### src/verilog/floppy_cmd_regs.svh
// Offsets, field positions, default and answer values and counts of the command decoder
`ifndef FLOPPY_CMD_REGS_SVH
`define FLOPPY_CMD_REGS_SVH

// Wishbone byte offsets
`define DATA_REG_OFS 4'h0
`define STATUS_REG_OFS 4'h4

// Status register bit positions
`define STAT_REQUEST_BIT 7
`define STAT_TO_HOST_BIT 6
`define STAT_EXEC_BIT 5
`define STAT_BUSY_BIT 4

// Opcode encodings (low five bits, except the full-byte version opcode)
`define OP_VERSION 8'h10
`define OP_READ_ID 5'h0a
`define OP_VERIFY 5'h16
`define OP_WRITE 5'h05
`define OP_WRITE_DEL 5'h09

// Flag positions in opcode and drive-select byte
`define MULTI_TRACK_BIT 7
`define DENSITY_BIT 6
`define SKIP_BIT 5
`define ENABLE_COUNT_BIT 7
`define HEAD_SELECT_BIT 2

// Byte counts
`define PARAMS_FULL 4'h8
`define PARAMS_READ_ID 4'h1
`define RESULT_BYTES 3'h7

// Answer bytes; the identity value is arbitrary
`define VERSION_ID_DEFAULT 8'h5a
`define INVALID_STATUS 8'h80

// Sector data buffer
`define FIFO_WIDTH 8
`define FIFO_DEPTH 32

`endif
### src/verilog/floppy_cmd_pkg.sv
// Types shared by the command decoder, its checks and its bench
package floppy_cmd_pkg;

	typedef enum logic [1:0] {
		PH_IDLE = 2'h0,
		PH_PARAM = 2'h1,
		PH_EXEC = 2'h3,
		PH_RESULT = 2'h2
	} phase_t;

	typedef enum logic [2:0] {
		CMD_NONE = 3'h0,
		CMD_READ_ID = 3'h1,
		CMD_VERIFY = 3'h2,
		CMD_WRITE = 3'h3,
		CMD_WRITE_DEL = 3'h4,
		CMD_VERSION = 3'h5,
		CMD_INVALID = 3'h6
	} cmd_t;

	typedef struct packed {
		phase_t phase;
		cmd_t cmd;
		logic [7:0] opcode;
		logic [3:0] idx;
		logic [7:0][7:0] prm;
		logic [6:0][7:0] res;
		logic [2:0] res_cnt;
		logic ack;
		logic [31:0] dat;
		logic start;
	} ctl_state_t;

endpackage : floppy_cmd_pkg

### src/verilog/byte_fifo.sv
// Synchronous FIFO with valid/ready on both sides
`timescale 1ns/10ps
`include "floppy_cmd_regs.svh"
module byte_fifo #(
	parameter int WIDTH = `FIFO_WIDTH,
	parameter int DEPTH = `FIFO_DEPTH
) (
	// Clock and reset
	input wire logic clk_i,
	input wire logic rst_i,
	// Filling side
	input wire logic in_valid_i,
	input wire logic [WIDTH-1:0] in_data_i,
	output logic in_ready_o,
	// Draining side
	output logic out_valid_o,
	output logic [WIDTH-1:0] out_data_o,
	input wire logic out_ready_i
);
	localparam int AW = $clog2(DEPTH);
	localparam int CW = $clog2(DEPTH + 1);

	typedef struct packed {
		logic [DEPTH-1:0][WIDTH-1:0] mem;
		logic [AW-1:0] wr;
		logic [AW-1:0] rd;
		logic [CW-1:0] cnt;
	} fifo_state_t;

	fifo_state_t s_reg;
	fifo_state_t s_next;
	logic push;
	logic pop;

	assign in_ready_o = s_reg.cnt != CW'(DEPTH);
	assign out_valid_o = s_reg.cnt != '0;
	assign out_data_o = s_reg.mem[s_reg.rd];

	always_comb begin
		s_next = s_reg;
		push = in_valid_i & in_ready_o;
		pop = out_valid_o & out_ready_i;
		if (push) begin
			s_next.mem[s_reg.wr] = in_data_i;
			s_next.wr = (s_reg.wr == AW'(DEPTH - 1)) ? '0 : s_reg.wr + AW'(1);
		end
		if (pop) begin
			s_next.rd = (s_reg.rd == AW'(DEPTH - 1)) ? '0 : s_reg.rd + AW'(1);
		end
		case ({push, pop})
			2'b10: s_next.cnt = s_reg.cnt + CW'(1);
			2'b01: s_next.cnt = s_reg.cnt - CW'(1);
			default: s_next.cnt = s_reg.cnt;
		endcase
	end

	always_ff @(posedge clk_i) begin
		if (rst_i) begin
			s_reg <= '0;
		end else begin
			s_reg <= s_next;
		end
	end
endmodule : byte_fifo

### src/verilog/floppy_cmd_id_verify_write.sv
// Command, execution and result sequencer for five disk commands
//
// Notes on behaviour
// Read id: opcode, drive byte, capture id
// Read id answers three status, then C/H/R/N
// Verify flags multi-track, density, skip, count
// Write commands: flags, host data to drive
// Host sends drive byte then seven parameters
// Verify/write answer status then final C/H/R/N
// First three answers are status registers
// Version: one byte answer, no execution
//
// Added by the designer: the Wishbone register port and the register offsets.
`timescale 1ns/10ps
`include "floppy_cmd_regs.svh"
module floppy_cmd_id_verify_write (
	// Clock and reset
	input wire logic clk_i,
	input wire logic rst_i,
	// Wishbone slave
	input wire logic cyc_i,
	input wire logic stb_i,
	input wire logic we_i,
	input wire logic [3:0] adr_i,
	input wire logic [3:0] sel_i,
	input wire logic [31:0] dat_i,
	output logic [31:0] dat_o,
	output logic ack_o,
	// Execution request to the drive side
	output logic exec_start_o,
	output floppy_cmd_pkg::cmd_t exec_cmd_o,
	output logic multi_track_flag_o,
	output logic double_density_flag_o,
	output logic skip_deleted_flag_o,
	output logic enable_count_flag_o,
	output logic head_select_o,
	output logic drive_select_hi_o,
	output logic drive_select_lo_o,
	output logic [7:0] cylinder_o,
	output logic [7:0] head_o,
	output logic [7:0] sector_o,
	output logic [7:0] size_code_o,
	output logic [7:0] final_sector_number_o,
	output logic [7:0] gap_length_o,
	output logic [7:0] data_length_o,
	// Execution outcome from the drive side
	input wire logic exec_done_i,
	input wire logic [7:0] status_byte_zero_i,
	input wire logic [7:0] status_byte_one_i,
	input wire logic [7:0] status_byte_two_i,
	input wire logic [7:0] id_cylinder_i,
	input wire logic [7:0] id_head_i,
	input wire logic [7:0] id_sector_i,
	input wire logic [7:0] id_size_code_i,
	// Sector data toward the disk drive
	output logic disk_data_valid_o,
	output logic [7:0] disk_data_o,
	input wire logic disk_data_ready_i
);
	parameter logic [7:0] VERSION_ID = `VERSION_ID_DEFAULT;

	floppy_cmd_pkg::ctl_state_t s_reg;
	floppy_cmd_pkg::ctl_state_t s_next;
	logic fifo_ready;
	logic fifo_push;
	logic hit;
	logic commit;
	logic data_sel;
	logic data_wr;
	logic stall;
	logic to_fifo;
	logic [7:0] status_val;

	function automatic floppy_cmd_pkg::cmd_t decode_cmd(input logic [7:0] b);
		if (b == `OP_VERSION)
			decode_cmd = floppy_cmd_pkg::CMD_VERSION;
		else if (b[4:0] == `OP_READ_ID && !b[7] && !b[5])
			decode_cmd = floppy_cmd_pkg::CMD_READ_ID;
		else if (b[4:0] == `OP_VERIFY)
			decode_cmd = floppy_cmd_pkg::CMD_VERIFY;
		else if (b[4:0] == `OP_WRITE && !b[5])
			decode_cmd = floppy_cmd_pkg::CMD_WRITE;
		else if (b[4:0] == `OP_WRITE_DEL && !b[5])
			decode_cmd = floppy_cmd_pkg::CMD_WRITE_DEL;
		else
			decode_cmd = floppy_cmd_pkg::CMD_INVALID;
	endfunction : decode_cmd

	function automatic logic [3:0] param_count(
		input floppy_cmd_pkg::cmd_t c);
		case (c)
			floppy_cmd_pkg::CMD_READ_ID: param_count = `PARAMS_READ_ID;
			floppy_cmd_pkg::CMD_VERIFY,
			floppy_cmd_pkg::CMD_WRITE,
			floppy_cmd_pkg::CMD_WRITE_DEL: param_count = `PARAMS_FULL;
			default: param_count = 4'h0;
		endcase
	endfunction : param_count

	function automatic logic is_write(input floppy_cmd_pkg::cmd_t c);
		is_write = c == floppy_cmd_pkg::CMD_WRITE ||
			c == floppy_cmd_pkg::CMD_WRITE_DEL;
	endfunction : is_write

	// Sector data path; a full buffer holds off the host's ack
	byte_fifo #(
		.WIDTH(`FIFO_WIDTH),
		.DEPTH(`FIFO_DEPTH)
	) u_fifo (
		.clk_i(clk_i),
		.rst_i(rst_i),
		.in_valid_i(fifo_push),
		.in_data_i(dat_i[7:0]),
		.in_ready_o(fifo_ready),
		.out_valid_o(disk_data_valid_o),
		.out_data_o(disk_data_o),
		.out_ready_i(disk_data_ready_i)
	);

	assign to_fifo = s_reg.phase == floppy_cmd_pkg::PH_EXEC &&
		is_write(s_reg.cmd);
	assign data_sel = adr_i == `DATA_REG_OFS;
	assign hit = cyc_i & stb_i & ~s_reg.ack;
	assign commit = cyc_i & stb_i & s_reg.ack;
	assign data_wr = commit & we_i & data_sel & sel_i[0];
	assign stall = we_i & data_sel & sel_i[0] & to_fifo & ~fifo_ready;
	assign fifo_push = data_wr & to_fifo;

	always_comb begin
		status_val = 8'h00;
		status_val[`STAT_REQUEST_BIT] =
			s_reg.phase != floppy_cmd_pkg::PH_EXEC ||
			(is_write(s_reg.cmd) && fifo_ready);
		status_val[`STAT_TO_HOST_BIT] =
			s_reg.phase == floppy_cmd_pkg::PH_RESULT;
		status_val[`STAT_EXEC_BIT] = s_reg.phase == floppy_cmd_pkg::PH_EXEC;
		status_val[`STAT_BUSY_BIT] = s_reg.phase != floppy_cmd_pkg::PH_IDLE;
	end

	always_comb begin
		s_next = s_reg;
		s_next.start = 1'b0;
		s_next.ack = 1'b0;
		if (hit && !stall) begin
			s_next.ack = 1'b1;
			s_next.dat = 32'h0000_0000;
			if (!we_i && data_sel &&
				s_reg.phase == floppy_cmd_pkg::PH_RESULT)
				s_next.dat[7:0] = s_reg.res[s_reg.idx[2:0]];
			else if (!we_i && adr_i == `STATUS_REG_OFS)
				s_next.dat[7:0] = status_val;
		end
		case (s_reg.phase)
			floppy_cmd_pkg::PH_IDLE: begin
				if (data_wr) begin
					s_next.cmd = decode_cmd(dat_i[7:0]);
					s_next.opcode = dat_i[7:0];
					s_next.idx = 4'h0;
					if (param_count(s_next.cmd) == 4'h0) begin
						// Version and unknown opcodes skip execution
						s_next.res_cnt = 3'h1;
						s_next.res[0] =
							(s_next.cmd == floppy_cmd_pkg::CMD_VERSION) ?
							VERSION_ID : `INVALID_STATUS;
						s_next.phase = floppy_cmd_pkg::PH_RESULT;
					end else begin
						s_next.phase = floppy_cmd_pkg::PH_PARAM;
					end
				end
			end
			floppy_cmd_pkg::PH_PARAM: begin
				if (data_wr) begin
					s_next.prm[s_reg.idx[2:0]] = dat_i[7:0];
					s_next.idx = s_reg.idx + 4'h1;
					if (s_reg.idx + 4'h1 == param_count(s_reg.cmd)) begin
						s_next.phase = floppy_cmd_pkg::PH_EXEC;
						s_next.start = 1'b1;
					end
				end
			end
			floppy_cmd_pkg::PH_EXEC: begin
				if (exec_done_i) begin
					s_next.res[0] = status_byte_zero_i;
					s_next.res[1] = status_byte_one_i;
					s_next.res[2] = status_byte_two_i;
					s_next.res[3] = id_cylinder_i;
					s_next.res[4] = id_head_i;
					s_next.res[5] = id_sector_i;
					s_next.res[6] = id_size_code_i;
					s_next.res_cnt = `RESULT_BYTES;
					s_next.idx = 4'h0;
					s_next.phase = floppy_cmd_pkg::PH_RESULT;
				end
			end
			floppy_cmd_pkg::PH_RESULT: begin
				if (commit && !we_i && data_sel) begin
					s_next.idx = s_reg.idx + 4'h1;
					if (s_reg.idx[2:0] + 3'h1 == s_reg.res_cnt)
						s_next.phase = floppy_cmd_pkg::PH_IDLE;
				end
			end
			default: s_next.phase = floppy_cmd_pkg::PH_IDLE;
		endcase
	end

	always_ff @(posedge clk_i) begin
		if (rst_i) begin
			s_reg <= '0;
		end else begin
			s_reg <= s_next;
		end
	end

	assign ack_o = s_reg.ack;
	assign dat_o = s_reg.dat;
	assign exec_start_o = s_reg.start;
	assign exec_cmd_o = s_reg.cmd;
	// Flags only exist where the command defines them, except double density, which follows the opcode bit for any command
	assign multi_track_flag_o = s_reg.opcode[`MULTI_TRACK_BIT] &
		(s_reg.cmd == floppy_cmd_pkg::CMD_VERIFY ||
		is_write(s_reg.cmd));
	assign double_density_flag_o = s_reg.opcode[`DENSITY_BIT];
	assign skip_deleted_flag_o = s_reg.opcode[`SKIP_BIT] &
		(s_reg.cmd == floppy_cmd_pkg::CMD_VERIFY);
	assign enable_count_flag_o = s_reg.prm[0][`ENABLE_COUNT_BIT] &
		(s_reg.cmd == floppy_cmd_pkg::CMD_VERIFY);
	assign head_select_o = s_reg.prm[0][`HEAD_SELECT_BIT];
	assign drive_select_hi_o = s_reg.prm[0][1];
	assign drive_select_lo_o = s_reg.prm[0][0];
	assign cylinder_o = s_reg.prm[1];
	assign head_o = s_reg.prm[2];
	assign sector_o = s_reg.prm[3];
	assign size_code_o = s_reg.prm[4];
	assign final_sector_number_o = s_reg.prm[5];
	assign gap_length_o = s_reg.prm[6];
	assign data_length_o = s_reg.prm[7];
endmodule : floppy_cmd_id_verify_write

### config.mk
export PLATFORM = sky130hd
export DESIGN_NAME = floppy_cmd_id_verify_write
export DESIGN_NICKNAME = d
export VERILOG_FILES = /design/src/verilog/floppy_cmd_pkg.sv /design/src/verilog/byte_fifo.sv /design/src/verilog/floppy_cmd_id_verify_write.sv
export VERILOG_INCLUDE_DIRS = /design/src /design/src/verilog
export SDC_FILE = /design/constraint.sdc
export NUM_CORES = 1
export LEC_CHECK = 0
export BUFFER_PORTS_ARGS = -buffer_cell sky130_fd_sc_hd__clkbuf_2
export CORE_ASPECT_RATIO = 1.5
export CORE_MARGIN = 4
export CORE_UTILIZATION = 48
export CTS_CLUSTER_SIZE = 28
export DETAILED_ROUTE_END_ITERATION = 6
export GPL_ROUTABILITY_DRIVEN = 1
export PLACE_DENSITY_LB_ADDON = 0.15
export SLEW_MARGIN = 15
export SYNTH_ARGS = -nofsm -noshare
export SYNTH_HDL_FRONTEND = slang
export SYNTH_SLANG_ARGS = --single-unit
### constraint.sdc
create_clock -name clk_i -period 6.9 [get_ports clk_i]
set_input_delay 1.38 -clock clk_i [delete_from_list [all_inputs] [get_ports clk_i]]
set_output_delay 1.38 -clock clk_i [all_outputs]
set_load 0.01 [all_outputs]
# After elaboration in Yosys (flattened, before gate mapping)
# Cells that the tools add are included.
[word_totals]
regBits = 422
latch_bits = 0
ramBits = 0
mem_bits_ro = 0
elab_cells = 206
memories = 0
[op_classes]
addsub = 6
multipliers = 0
div = 0
order_cmp = 5
eq_ne = 33
n_shift = 0
n_mux = 47
bitwise_logic = 20
n_reduce_logical = 37
[op_table]
columns = ["cell", "n"]
rows = [
  ["256-bit bitwise mux", 1],
  ["68-bit two-way mux", 1],
  ["64-bit bitwise mux", 1],
  ["8-bit two-way mux", 7],
  ["8-bit binary-select mux with 5-bit select", 1],
  ["8-bit demux with 5-bit select", 1],
  ["11-bit two-way mux", 3],
  ["33-bit two-way mux", 1],
  ["8-bit binary-select mux with 3-bit select", 1],
  ["8-bit demux with 3-bit select", 1],
  ["4-bit two-way mux", 6],
  ["11-bit one-hot mux with 2 select lines", 1],
  ["3-bit two-way mux", 6],
  ["17-bit two-way mux", 1],
  ["1-bit bitwise AND", 16],
  ["4-bit one-hot mux with 2 select lines", 2],
  ["4-bit one-hot mux with 4 select lines", 1],
  ["5-bit == test, second input constant", 3],
  ["1-bit logical AND", 14],
  ["2-bit two-way mux", 7],
  ["3-bit by 2-bit == test with 1-bit output, second input constant", 4],
  ["5-bit by 6-bit < comparator with 1-bit output, second input constant", 2],
  ["2-bit inequality test, second input constant", 6],
  ["6-bit one-hot mux with 2 select lines", 1],
  ["other kinds (34)", 60],
]

# Longest topological paths before layout
# Gate-level depths: netlist (run 1).
[depth]
ltp_word = 18
depth_mapped = 11

# Hierarchy
# From an unflattened synthesis (run 1), not the netlist that was laid out.
[unflattened]
cells_unflattened = 1966
area_unflattened_um2 = 19543.7
[by_module_without_submodules]
columns = ["module", "instances", "cells_each", "area_each_um2", "seq_area_each_um2"]
rows = [
  ["byte_fifo", 1, 1163, 12898.6, 5445.2],
  ["floppy_cmd_id_verify_write", 1, 803, 6645.1, 2802.7],
]

# Worst setup path before layout (run 1)
# Ideal clock, no wire load.
[synth_path]
kind = "input port to flip-flop"
from = "input adr_i[3]"
to = "register u_fifo.s_reg[5] (netlist name)"
setup_ns = 0.121
arrival_ns = 3.853
required_ns = 6.779
setup_slack_ns = 2.926
cell_stages = 8
path_buffers = 0
path_cell_list = "or3_4 -> nor3_2 -> nand3_1 -> ha_1 -> ha_1 -> or3b_2 -> o311ai_0 -> mux2_2"
[synth_via]
elab_chain_cells = 7
word_cells_on_any_way = 9
cone_classes = "eq/ne: 2; mux: 1; bitwise: 4; reduce/logical: 2"
[synth_lines]
columns = ["item", "line_no", "source"]
rows = [
  ["start, declared", "floppy_cmd_id_verify_write.sv:24", "input wire logic [3:0] adr_i,"],
  ["4-bit logical NOT (no source line) *", "--", ""],
  ["1-bit bitwise AND * (2 in series)", "floppy_cmd_id_verify_write.sv:125", "assign data_wr = commit & we_i & data_sel & sel_i[0];"],
  ["1-bit bitwise AND *", "floppy_cmd_id_verify_write.sv:127", "assign fifo_push = data_wr & to_fifo;"],
  ["1-bit bitwise AND *", "byte_fifo.sv:41", "push = in_valid_i & in_ready_o;"],
  ["2-bit by 1-bit == test with 1-bit output / 2-bit == test (equally long branches)", "byte_fifo.sv:50", "case ({push, pop})"],
  ["6-bit one-hot mux with 2 select lines / 2-bit nonzero test (equally long branches)", "--", ""],
  ["end signal, assigned", "byte_fifo.sv:61", "s_reg <= s_next;"],
  ["end, declared", "byte_fifo.sv:30", "fifo_state_t s_reg;"],
]
# Every way passes the cells marked *; elsewhere a longest branch is shown, timed or not.
# A chain may end at the register's enable or synchronous reset.

# Worst setup path after layout (run 1)
[layout_path]
from = "register u_fifo.s_reg[6] (netlist name)"
to = "output disk_data_o[1]"
[layout_via]
elab_chain_cells = 2
[layout_lines]
columns = ["item", "line_no", "source"]
rows = [
  ["8-bit binary-select mux with 5-bit select", "byte_fifo.sv:37", "assign out_data_o = s_reg.mem[s_reg.rd];"],
  ["8-bit two-way mux (not written as such)", "byte_fifo.sv:37", ""],
  ["end, declared", "floppy_cmd_id_verify_write.sv:57", "output logic [7:0] disk_data_o,"],
]
# No other way between the ends. The select of a mux whose other input is x is not followed.

==> flow_summary.json, run 1 <==
{
  "grt_max_degree": 174,
  "port_buffers": 160,
  "skew_ps": 30.01,
  "worst_ep_required_time_ps": 5520,
  "grt.total_usage": 0.2045,
  "die_area_um2": 44730,
  "finalSetupViolCount": 0,
  "clk_pin_slew_ps": 60,
  "min_path_cells": 2,
  "fmax_ghz": 0.1986,
  "wire_per_inst_um": 19.14,
  "die_w_um": 174.0,
  "crit_fanout": 48,
  "min_period_ps": 5036,
  "arrival_ps": 3660,
  "cts_root_buf": "clkbuf_16",
  "first_global_vias": 13310,
  "slowest_stage": "dfxtp_4",
  "synth-seq-cells": 412,
  "dp_hpwl_mm": 31.29,
  "crit_type": "flip-flop to primary output",
  "cts_made_buffers": 43,
  "ff2ff_setup_slack_ps": 3230,
  "largest_register_ffs": 272,
  "drt-pass1-iter-count": 5,
  "grt_overflow": 0,
  "antenna_found_initial": 0,
  "htreeDepth": 2,
  "avgViaCountPerCell": 5.405,
  "syn2layout_area_growth_pct": 9.248,
  "drcViolationCount": 0,
  "cp-end-kind": "primary output",
  "ys.warnings.count": 0,
  "cts_hold_buffers": 0,
  "nets": 1996,
  "clock_latency_ps": 560,
  "synth_ff_type": "dfxtp_1",
  "peakVddDrop_v": 0.0001802,
  "syn_avg_cell_area_um2": 10.61,
  "outcome": "finished, final reports clean",
  "ant_nets": 0,
  "power_w": 0.004874,
  "drive_gt1_frac": 0.2046,
  "hold_path_class": "flip-flop to flip-flop",
  "rr_worst_depth": 8,
  "start_kind": "flip-flop",
  "hold_violations": 0,
  "worstMarginPinSlew_ps": 1107,
  "cts_setup_buffers": 0,
  "syn_area_um2": 19850,
  "fin_setup_tns_ps": 0,
  "ys_seq_area_frac": 0.4156,
  "cp_top_family": "multiplexers",
  "place_congestion": 0.7889,
  "num_io_pins": 212,
  "cp_slowest_stage_delay_ps": 1010,
  "grt_pass1_wl_mm": 74.49,
  "rsz0062_at_grt": "no",
  "n_antenna_cell": 0,
  "rows": 91,
  "min_from": "s_reg[51]",
  "synth_area_leader_cell": "dfxtp_1",
  "cap_violations": 0,
  "routed_wl_mm": 46.36,
  "p_per_area_nw_per_um2": 224.8,
  "die_h_um": 257.0,
  "dr_total_vias": 13090,
  "yosysTopAreaCellShare": 0.4156,
  "postCtsResizedCells": 0,
  "crit_chain": "buf_4 -> mux4_2 -> mux4_2 -> mux2_2 -> clkbuf_2",
  "r2r-end": "u_fifo.s_reg[5]",
  "hold_end": "s_reg[51]",
  "reg2reg_from": "u_fifo.s_reg[1]",
  "synth_cell_types": 77,
  "cpMostUsedCell": "mux4_2",
  "maxSlewViolCount": 0,
  "synth-edff-count": 0,
  "ys_top_cells_by_area": "dfxtp_1 (42%), mux2i_1 (17%), mux4_2 (9.9%)",
  "fin_crit_sh": 0.7298,
  "p_leak_nw": 9.458,
  "synthCells": 1871,
  "synthArstFlopShare": 0,
  "core-area_um2": 40990,
  "initial_core_util": 0.4842,
  "crit_buf_inv": 2,
  "cts.sinks": 412,
  "slew_headroom": 0.2565,
  "cts_tree": "built",
  "clockBufferDepth": 3,
  "initialDrtViolationCount": 617
}
-- worst max-delay path by stage --
stage	from	endpoint	cells after the start
after floorplan	adr_i[3]	u_fifo.s_reg[5]	8
after global placement	u_fifo.s_reg[6]	disk_data_o[4]	5
after detailed placement	u_fifo.s_reg[6]	disk_data_o[1]	5
after CTS	u_fifo.s_reg[6]	disk_data_o[1]	5
after global routing	u_fifo.s_reg[6]	disk_data_o[0]	5
final	u_fifo.s_reg[6]	disk_data_o[1]	5
-- cell families (layout without fill, tap and decap cells) --
logic type      after synthesis  in the layout  share of synthesized area
mux                         430            430                     0.2732
compound gates              135            135                    0.04098
flops                       412            412                     0.4156
other cells                   1             24                  0.0001889
simple gates                628            628                     0.1903
buf+inv                     244            261                    0.06751
xor+xnor                      7              7                   0.003089
fa+ha+maj                    14             14                   0.009204
-- synth_stat cells, drive strengths merged, types with 5 or more instances --
master and n:
nand3 48, or3 8, inv 7, nor3b 7, and3 11, nor4 7
nor2b 5, mux2 10, nand2b 267, mux4 88, a21oi 83, buf 132
a211oi 5, a311oi 5, mux2i 332, clkbuf 105, nor2 92, ha 13
nor3 17, dfxtp 412, o21ai 11, and3b 5, nand2 134
-- through the flow --
stage	instance area (um^2)	setup slack, ps	utilization	std cells	hold WS (ps)
CTS	21670	1735	0.5288	2422	454.8
floorplan	19930	2926	-	1894	431.8
detailed placement	20230	2319	0.4935	2345	446.0
global placement	20230	2288	0.4935	2345	437.1
global route	21680	1604	0.5290	2422	471.0
finish	21680	1864	0.5290	2422	452.2
-- power breakdown --
group / leakage [nW] / internal (W) / total (W) / switching, W
Combinational: 5.44 / 0.0000509 / 0.000140 / 0.0000887
Sequential: 3.32 / 0.00238 / 0.00238 / 0.000000772
Clock: 0.702 / 0.00140 / 0.00236 / 0.000959
Total: 9.46 / 0.00383 / 0.00487 / 0.00105
-- layout by cell type (no fill, tap or decap), types with 14 or more instances in the layout --
master / Yosys / final
nand2_1: 134 / 133
mux4_2: 87 / 87
buf_4: 94 / 16
nor3_1: 15 / 15
clkbuf_1: 104 / 14
nand3_1: 17 / 17
conb_1: 1 / 24
nand2b_1: 267 / 263
dfxtp_1: 412 / 410
clkbuf_2: 1 / 159
nand3_4: 28 / 28
mux2i_1: 332 / 332
clkbuf_16: 0 / 44
nor2_1: 92 / 92
a21oi_1: 83 / 83
-- worst register-to-register path, stage by stage (launching register included) --
cell and delay, ps:
dfxtp_1 360, or4_1 570, o31ai_2 580, inv_1 140, ha_1 360, ha_1 390
or3b_2 450, o311ai_0 360, mux2_2 370
-- final cells by class --
| cell class | count | area, um^2 |
|---|---|---|
| inverters | 7 | 26.28 |
| flip-flops and latches | 412 | 8253 |
| clock buffers | 71 | 1333 |
| well taps | 511 | 639.4 |
| clock inverters | 6 | 113.9 |
| fillers | 3663 | 19310 |
| multi-input cells | 1238 | 10370 |
| repair buffers | 177 | 950.9 |
-- metal layers --
layer | part of all wire | global-route usage | wire [um] | up-vias
met2 | 0.54 | 0.3877 | 25190 | 225
met3 | 0.041 | 0.03659 | 1907 | 55
met4 | 0.018 | 0.04689 | 848 | 0
li1 | - | - | - | 6422
met1 | 0.40 | 0.2382 | 18410 | 6389
met5 | 0 | 0 | 0 | -
Note: power is estimated with default switching activity, not from simulation.
==> run 2, diff against run 1 <==
- clock period: 6.9 -> 4.4 ns (I/O delays scaled with it)
==> flow_summary.json, run 2 (same netlist as run 1, synthesis figures left out) <==
{
  "p_leak_nw": 9.518,
  "crit_fanout": 34,
  "fin_crit_sh": 0.9404,
  "clk_pin_slew_ps": 60,
  "final_cell_area_um2": 21790,
  "hold_violations": 0,
  "wire_per_inst_um": 19.93,
  "crit_buf_inv": 2,
  "min_period_ps": 4138,
  "dr_total_vias": 13270,
  "grt.total_usage": 0.2129,
  "fin_util": 0.5315,
  "nets": 2004,
  "postCtsResizedCells": 0,
  "outcome": "finished, final reports clean",
  "finalSetupViolCount": 0,
  "cts.sinks": 412,
  "cts_root_buf": "clkbuf_16",
  "largest_register_ffs": 272,
  "layout_commonest_cell": "dfxtp_1",
  "maxSlewViolCount": 0,
  "routed_wl_mm": 48.40,
  "min_path_cells": 2,
  "final_cell_mix": "dfxtp_1 (410), mux2i_1 (332), nand2b_1 (267)",
  "cts_tree": "built",
  "initial_core_util": 0.4842,
  "hold_path_class": "flip-flop to flip-flop",
  "slew_headroom": 0.1946,
  "drt-pass1-iter-count": 5,
  "place_congestion": 0.7881,
  "die_w_um": 174.0,
  "die_area_um2": 44730,
  "drive_gt1_frac": 0.2086,
  "cts_made_buffers": 42,
  "power_w": 0.007675,
  "first_global_vias": 13530,
  "cpMostUsedCell": "mux4_2",
  "fin_setup_tns_ps": 0,
  "cp_slowest_stage_delay_ps": 1010,
  "num_io_pins": 212,
  "worst-path-stages": 5,
  "htreeDepth": 2,
  "cts_setup_buffers": 0,
  "worstMarginPinSlew_ps": 1206,
  "crit_chain": "buf_12 -> mux4_2 -> mux4_2 -> mux2_2 -> clkbuf_2",
  "clockBufferDepth": 3,
  "ant_nets": 0,
  "port_buffers": 160,
  "rsz0062_at_grt": "no",
  "p_per_area_nw_per_um2": 352.3,
  "slowest_stage": "dfxtp_2",
  "die_h_um": 257.0,
  "start_kind": "flip-flop",
  "rr_worst_depth": 8,
  "grt_max_degree": 153,
  "clock_latency_ps": 560,
  "grt_pass1_wl_mm": 76.36,
  "n_antenna_cell": 0,
  "peakVddDrop_v": 0.0003177,
  "worst_ep_required_time_ps": 3520,
  "drcViolationCount": 0,
  "fmax_ghz": 0.2417,
  "core-area_um2": 40990,
  "syn2layout_area_growth_pct": 9.771,
  "skew_ps": 29.90,
  "dp_hpwl_mm": 32.62,
  "grt_overflow": 0,
  "cp_top_family": "multiplexers",
  "cap_violations": 0,
  "cp-end-kind": "primary output",
  "dpl_cell_area_um2": 20340,
  "crit_type": "flip-flop to primary output",
  "antenna_found_initial": 0,
  "avgViaCountPerCell": 5.463,
  "initialDrtViolationCount": 678,
  "cts_hold_buffers": 0,
  "arrival_ps": 3260,
  "rows": 91,
  "hold_ws_ps": 452.0,
  "ff2ff_setup_slack_ps": 760
}
-- run 2: per-layer routing --
layer  vias to the layer above  wire [um]  track usage
met5                         -          0            0
met4                         0       1742      0.07770
met3                        81       2339      0.04247
met2                       282      25370       0.3974
met1                      6470      18950       0.2385
li1                       6436          -            -
-- run 2: tightest hold or removal path: cells and delay by family, from the launching register on --
kind	cells	cell delay, ps
flops	1	300
simple gates	1	50
compound gates	1	50
-- run 2: cell type report --
class | count | area [um^2]
clock inverters | 14 | 181.4
well taps | 511 | 639.4
clock buffers | 61 | 1256
repair buffers | 186 | 1069
flip-flops and latches | 412 | 8253
inverters | 7 | 26.28
multi-input cells | 1238 | 10360
fillers | 3682 | 19200
-- run 2: report_power, final --
group / total [W] / internal [W] / switching [W] / leakage (nW)
sequential: 0.00373 / 0.00373 / 0.00000113 / 3.32
combinational: 0.000229 / 0.0000824 / 0.000147 / 5.49
clock: 0.00371 / 0.00222 / 0.00149 / 0.706
-- run 2: worst paths after layout --
check / start / endpoint
max: u_fifo.s_reg[7] / disk_data_o[2]
min: s_reg[166] / s_reg[166]
max reg2reg: u_fifo.s_reg[1] / u_fifo.s_reg[5]
min reg2reg: s_reg[166] / s_reg[166]
-- run 2: stage by stage --
step,instances,worst slack [ps]
after floorplan,1894,926.1
after global placement,2354,492.7
after detailed placement,2354,393.0
after CTS,2429,214.2
after global routing,2429,186.6
final,2429,262.1
==> run 3, diff against run 2 <==
- ABC_CLOCK_PERIOD_IN_PS: not set -> 4400
- RECOVER_POWER: not set -> 100
==> flow_summary.json, run 3 (same netlist as run 1, synthesis figures left out) <==
{
  "dr_wl_met2_mm": 25.32,
  "rr_worst_depth": 8,
  "reg2reg_from": "u_fifo.s_reg[1]",
  "highest_layer": "met4",
  "p_sw_w": 0.001644,
  "wl_met1_mm": 19.22,
  "die_h_um": 257.0,
  "grt_pass1_wl_mm": 76.36,
  "clock_latency_ps": 560,
  "hold_violations": 0,
  "dr_total_vias": 13210,
  "cp_slowest_stage_delay_ps": 1000,
  "r2r-end": "u_fifo.s_reg[5]",
  "switching_share": 0.2141,
  "crit_chain": "buf_6 -> mux4_2 -> mux4_2 -> mux2_2 -> clkbuf_2",
  "place_congestion": 0.7881,
  "drive_gt1_frac": 0.1418,
  "ant_nets": 0,
  "die_w_um": 174.0,
  "finalSetupViolCount": 0,
  "cts.sinks": 412,
  "endpoint": "disk_data_o[2]",
  "cp-end-kind": "primary output",
  "setup.worst_path.start": "u_fifo.s_reg[7]",
  "clk_pin_slew_ps": 60,
  "cpMostUsedCell": "mux4_2",
  "drcViolationCount": 0,
  "clock_power_share": 0.484,
  "intPower_w": 0.006032,
  "ff2ff_setup_slack_ps": 480,
  "routed_wl_mm": 48.45,
  "outcome": "finished with violations",
  "n_antenna_cell": 0,
  "peakVddDrop_v": 0.0003176,
  "violations": "capacitance limit, slew limit",
  "fin_crit_sh": 0.9658,
  "cts_tree": "built",
  "wl_met3_mm": 2.156,
  "antenna_found_initial": 0,
  "rsz0062_at_grt": "no",
  "core-area_um2": 40990,
  "initialDrtViolationCount": 667,
  "crit_type": "flip-flop to primary output",
  "maxSlewViolCount": 58,
  "grt_max_degree": 153,
  "cts_setup_buffers": 0,
  "layout_commonest_cell": "dfxtp_1",
  "fmax_ghz": 0.2353,
  "fin_setup_tns_ps": 0,
  "seqCellArea_um2": 8253,
  "die_area_um2": 44730,
  "num_io_pins": 212,
  "wire_per_inst_um": 19.95,
  "cts_hold_buffers": 0,
  "grt_overflow": 0,
  "start_kind": "flip-flop",
  "crit_fanout": 34,
  "slowest_stage": "dfxtp_2",
  "cts_made_buffers": 42,
  "cap_violations": 1,
  "fin_util": 0.5176,
  "place_ws_ps": 393.0,
  "grt.total_usage": 0.2129,
  "setup_slack_ps": 150.5,
  "hold_path_class": "flip-flop to flip-flop",
  "initial_core_util": 0.4842,
  "skew_ps": 25.65,
  "multi_input_area_um2": 9933,
  "final_cell_mix": "dfxtp_1 (410), mux2i_1 (332), nand2b_1 (267)",
  "p_per_area_nw_per_um2": 361.8,
  "worst-path-stages": 5,
  "p_comb_frac": 0.030,
  "drt-pass1-iter-count": 5,
  "worst_ep_required_time_ps": 3520,
  "port_buffers": 160,
  "syn2layout_area_growth_pct": 6.884,
  "postCtsResizedCells": 0,
  "crit_buf_inv": 2,
  "cp_top_family": "multiplexers",
  "largest_register_ffs": 272,
  "worstMarginPinSlew_ps": 1983,
  "clockBufferDepth": 3,
  "cts_root_buf": "clkbuf_16",
  "power_frac_seq": 0.486,
  "p_leak_nw": 9.207,
  "avgViaCountPerCell": 5.438,
  "arrival_ps": 3370,
  "num-fill-cells": 3795,
  "rows": 91,
  "dp_hpwl_mm": 32.62,
  "min_period_ps": 4250,
  "htreeDepth": 2,
  "slew_headroom": -0.3222,
  "first_global_vias": 13530,
  "nets": 2004
}
[run 3: power by group through the flow]
stage               logic [W]  clock network [W]  registers (W)
global placement     0.000228                  0        0.00381
global route         0.000246            0.00396        0.00373
finish               0.000227            0.00372        0.00373
CTS                  0.000230            0.00381        0.00373
detailed placement   0.000230                  0        0.00381
floorplan            0.000158                  0        0.00382
[run 3: worst register-to-register path, stage by stage, from the launching register on]
cell and delay (ps):
dfxtp_1 360, or4_1 550, o31ai_1 810, inv_1 150, ha_1 380, ha_1 390
or3b_2 460, o311ai_0 340, mux2_2 380
[run 3: how the worst min path moves through the flow]
stage                  to  cells after the start  slack [ps]  startpoint
6_report       s_reg[166]                      2         450  s_reg[166]
5_1_grt         s_reg[69]                      2         470   s_reg[69]
3_5_place_dp   s_reg[166]                      2         440  s_reg[166]
4_1_cts        s_reg[166]                      2         450  s_reg[166]
2_1_floorplan  s_reg[168]                      2         430  s_reg[168]
3_3_place_gp   s_reg[166]                      2         440  s_reg[166]
[run 3: cell type report]
| cell class | instances | area share |
|---|---|---|
| clock buffer | 61 | 0.05922 |
| clock inverter | 14 | 0.008552 |
| inverter | 7 | 0.001239 |
| multi-input combinational | 1238 | 0.4682 |
| sequential | 412 | 0.3890 |
| tap | 511 | 0.03014 |
| timing repair buffer | 186 | 0.04359 |
[run 3: layer usage]
layer	global-route usage	vias up
met2	0.3974	272
met5	0	-
li1	-	6425
met3	0.04247	80
met1	0.2385	6431
met4	0.07770	0
[run 3: per-stage QoR]
| stage | instances | total power (W) | hold WS (ps) | instance area (um^2) |
|---|---|---|---|---|
| final | 2429 | 0.007676 | 450.7 | 21210 |
| after global routing | 2429 | 0.007932 | 471.6 | 21210 |
| after CTS | 2429 | 0.007769 | 451.2 | 21780 |
| after detailed placement | 2354 | 0.004045 | 444.5 | 20340 |
| after global placement | 2354 | 0.004043 | 437.6 | 20340 |
| after floorplan | 1894 | 0.003974 | 431.8 | 19930 |
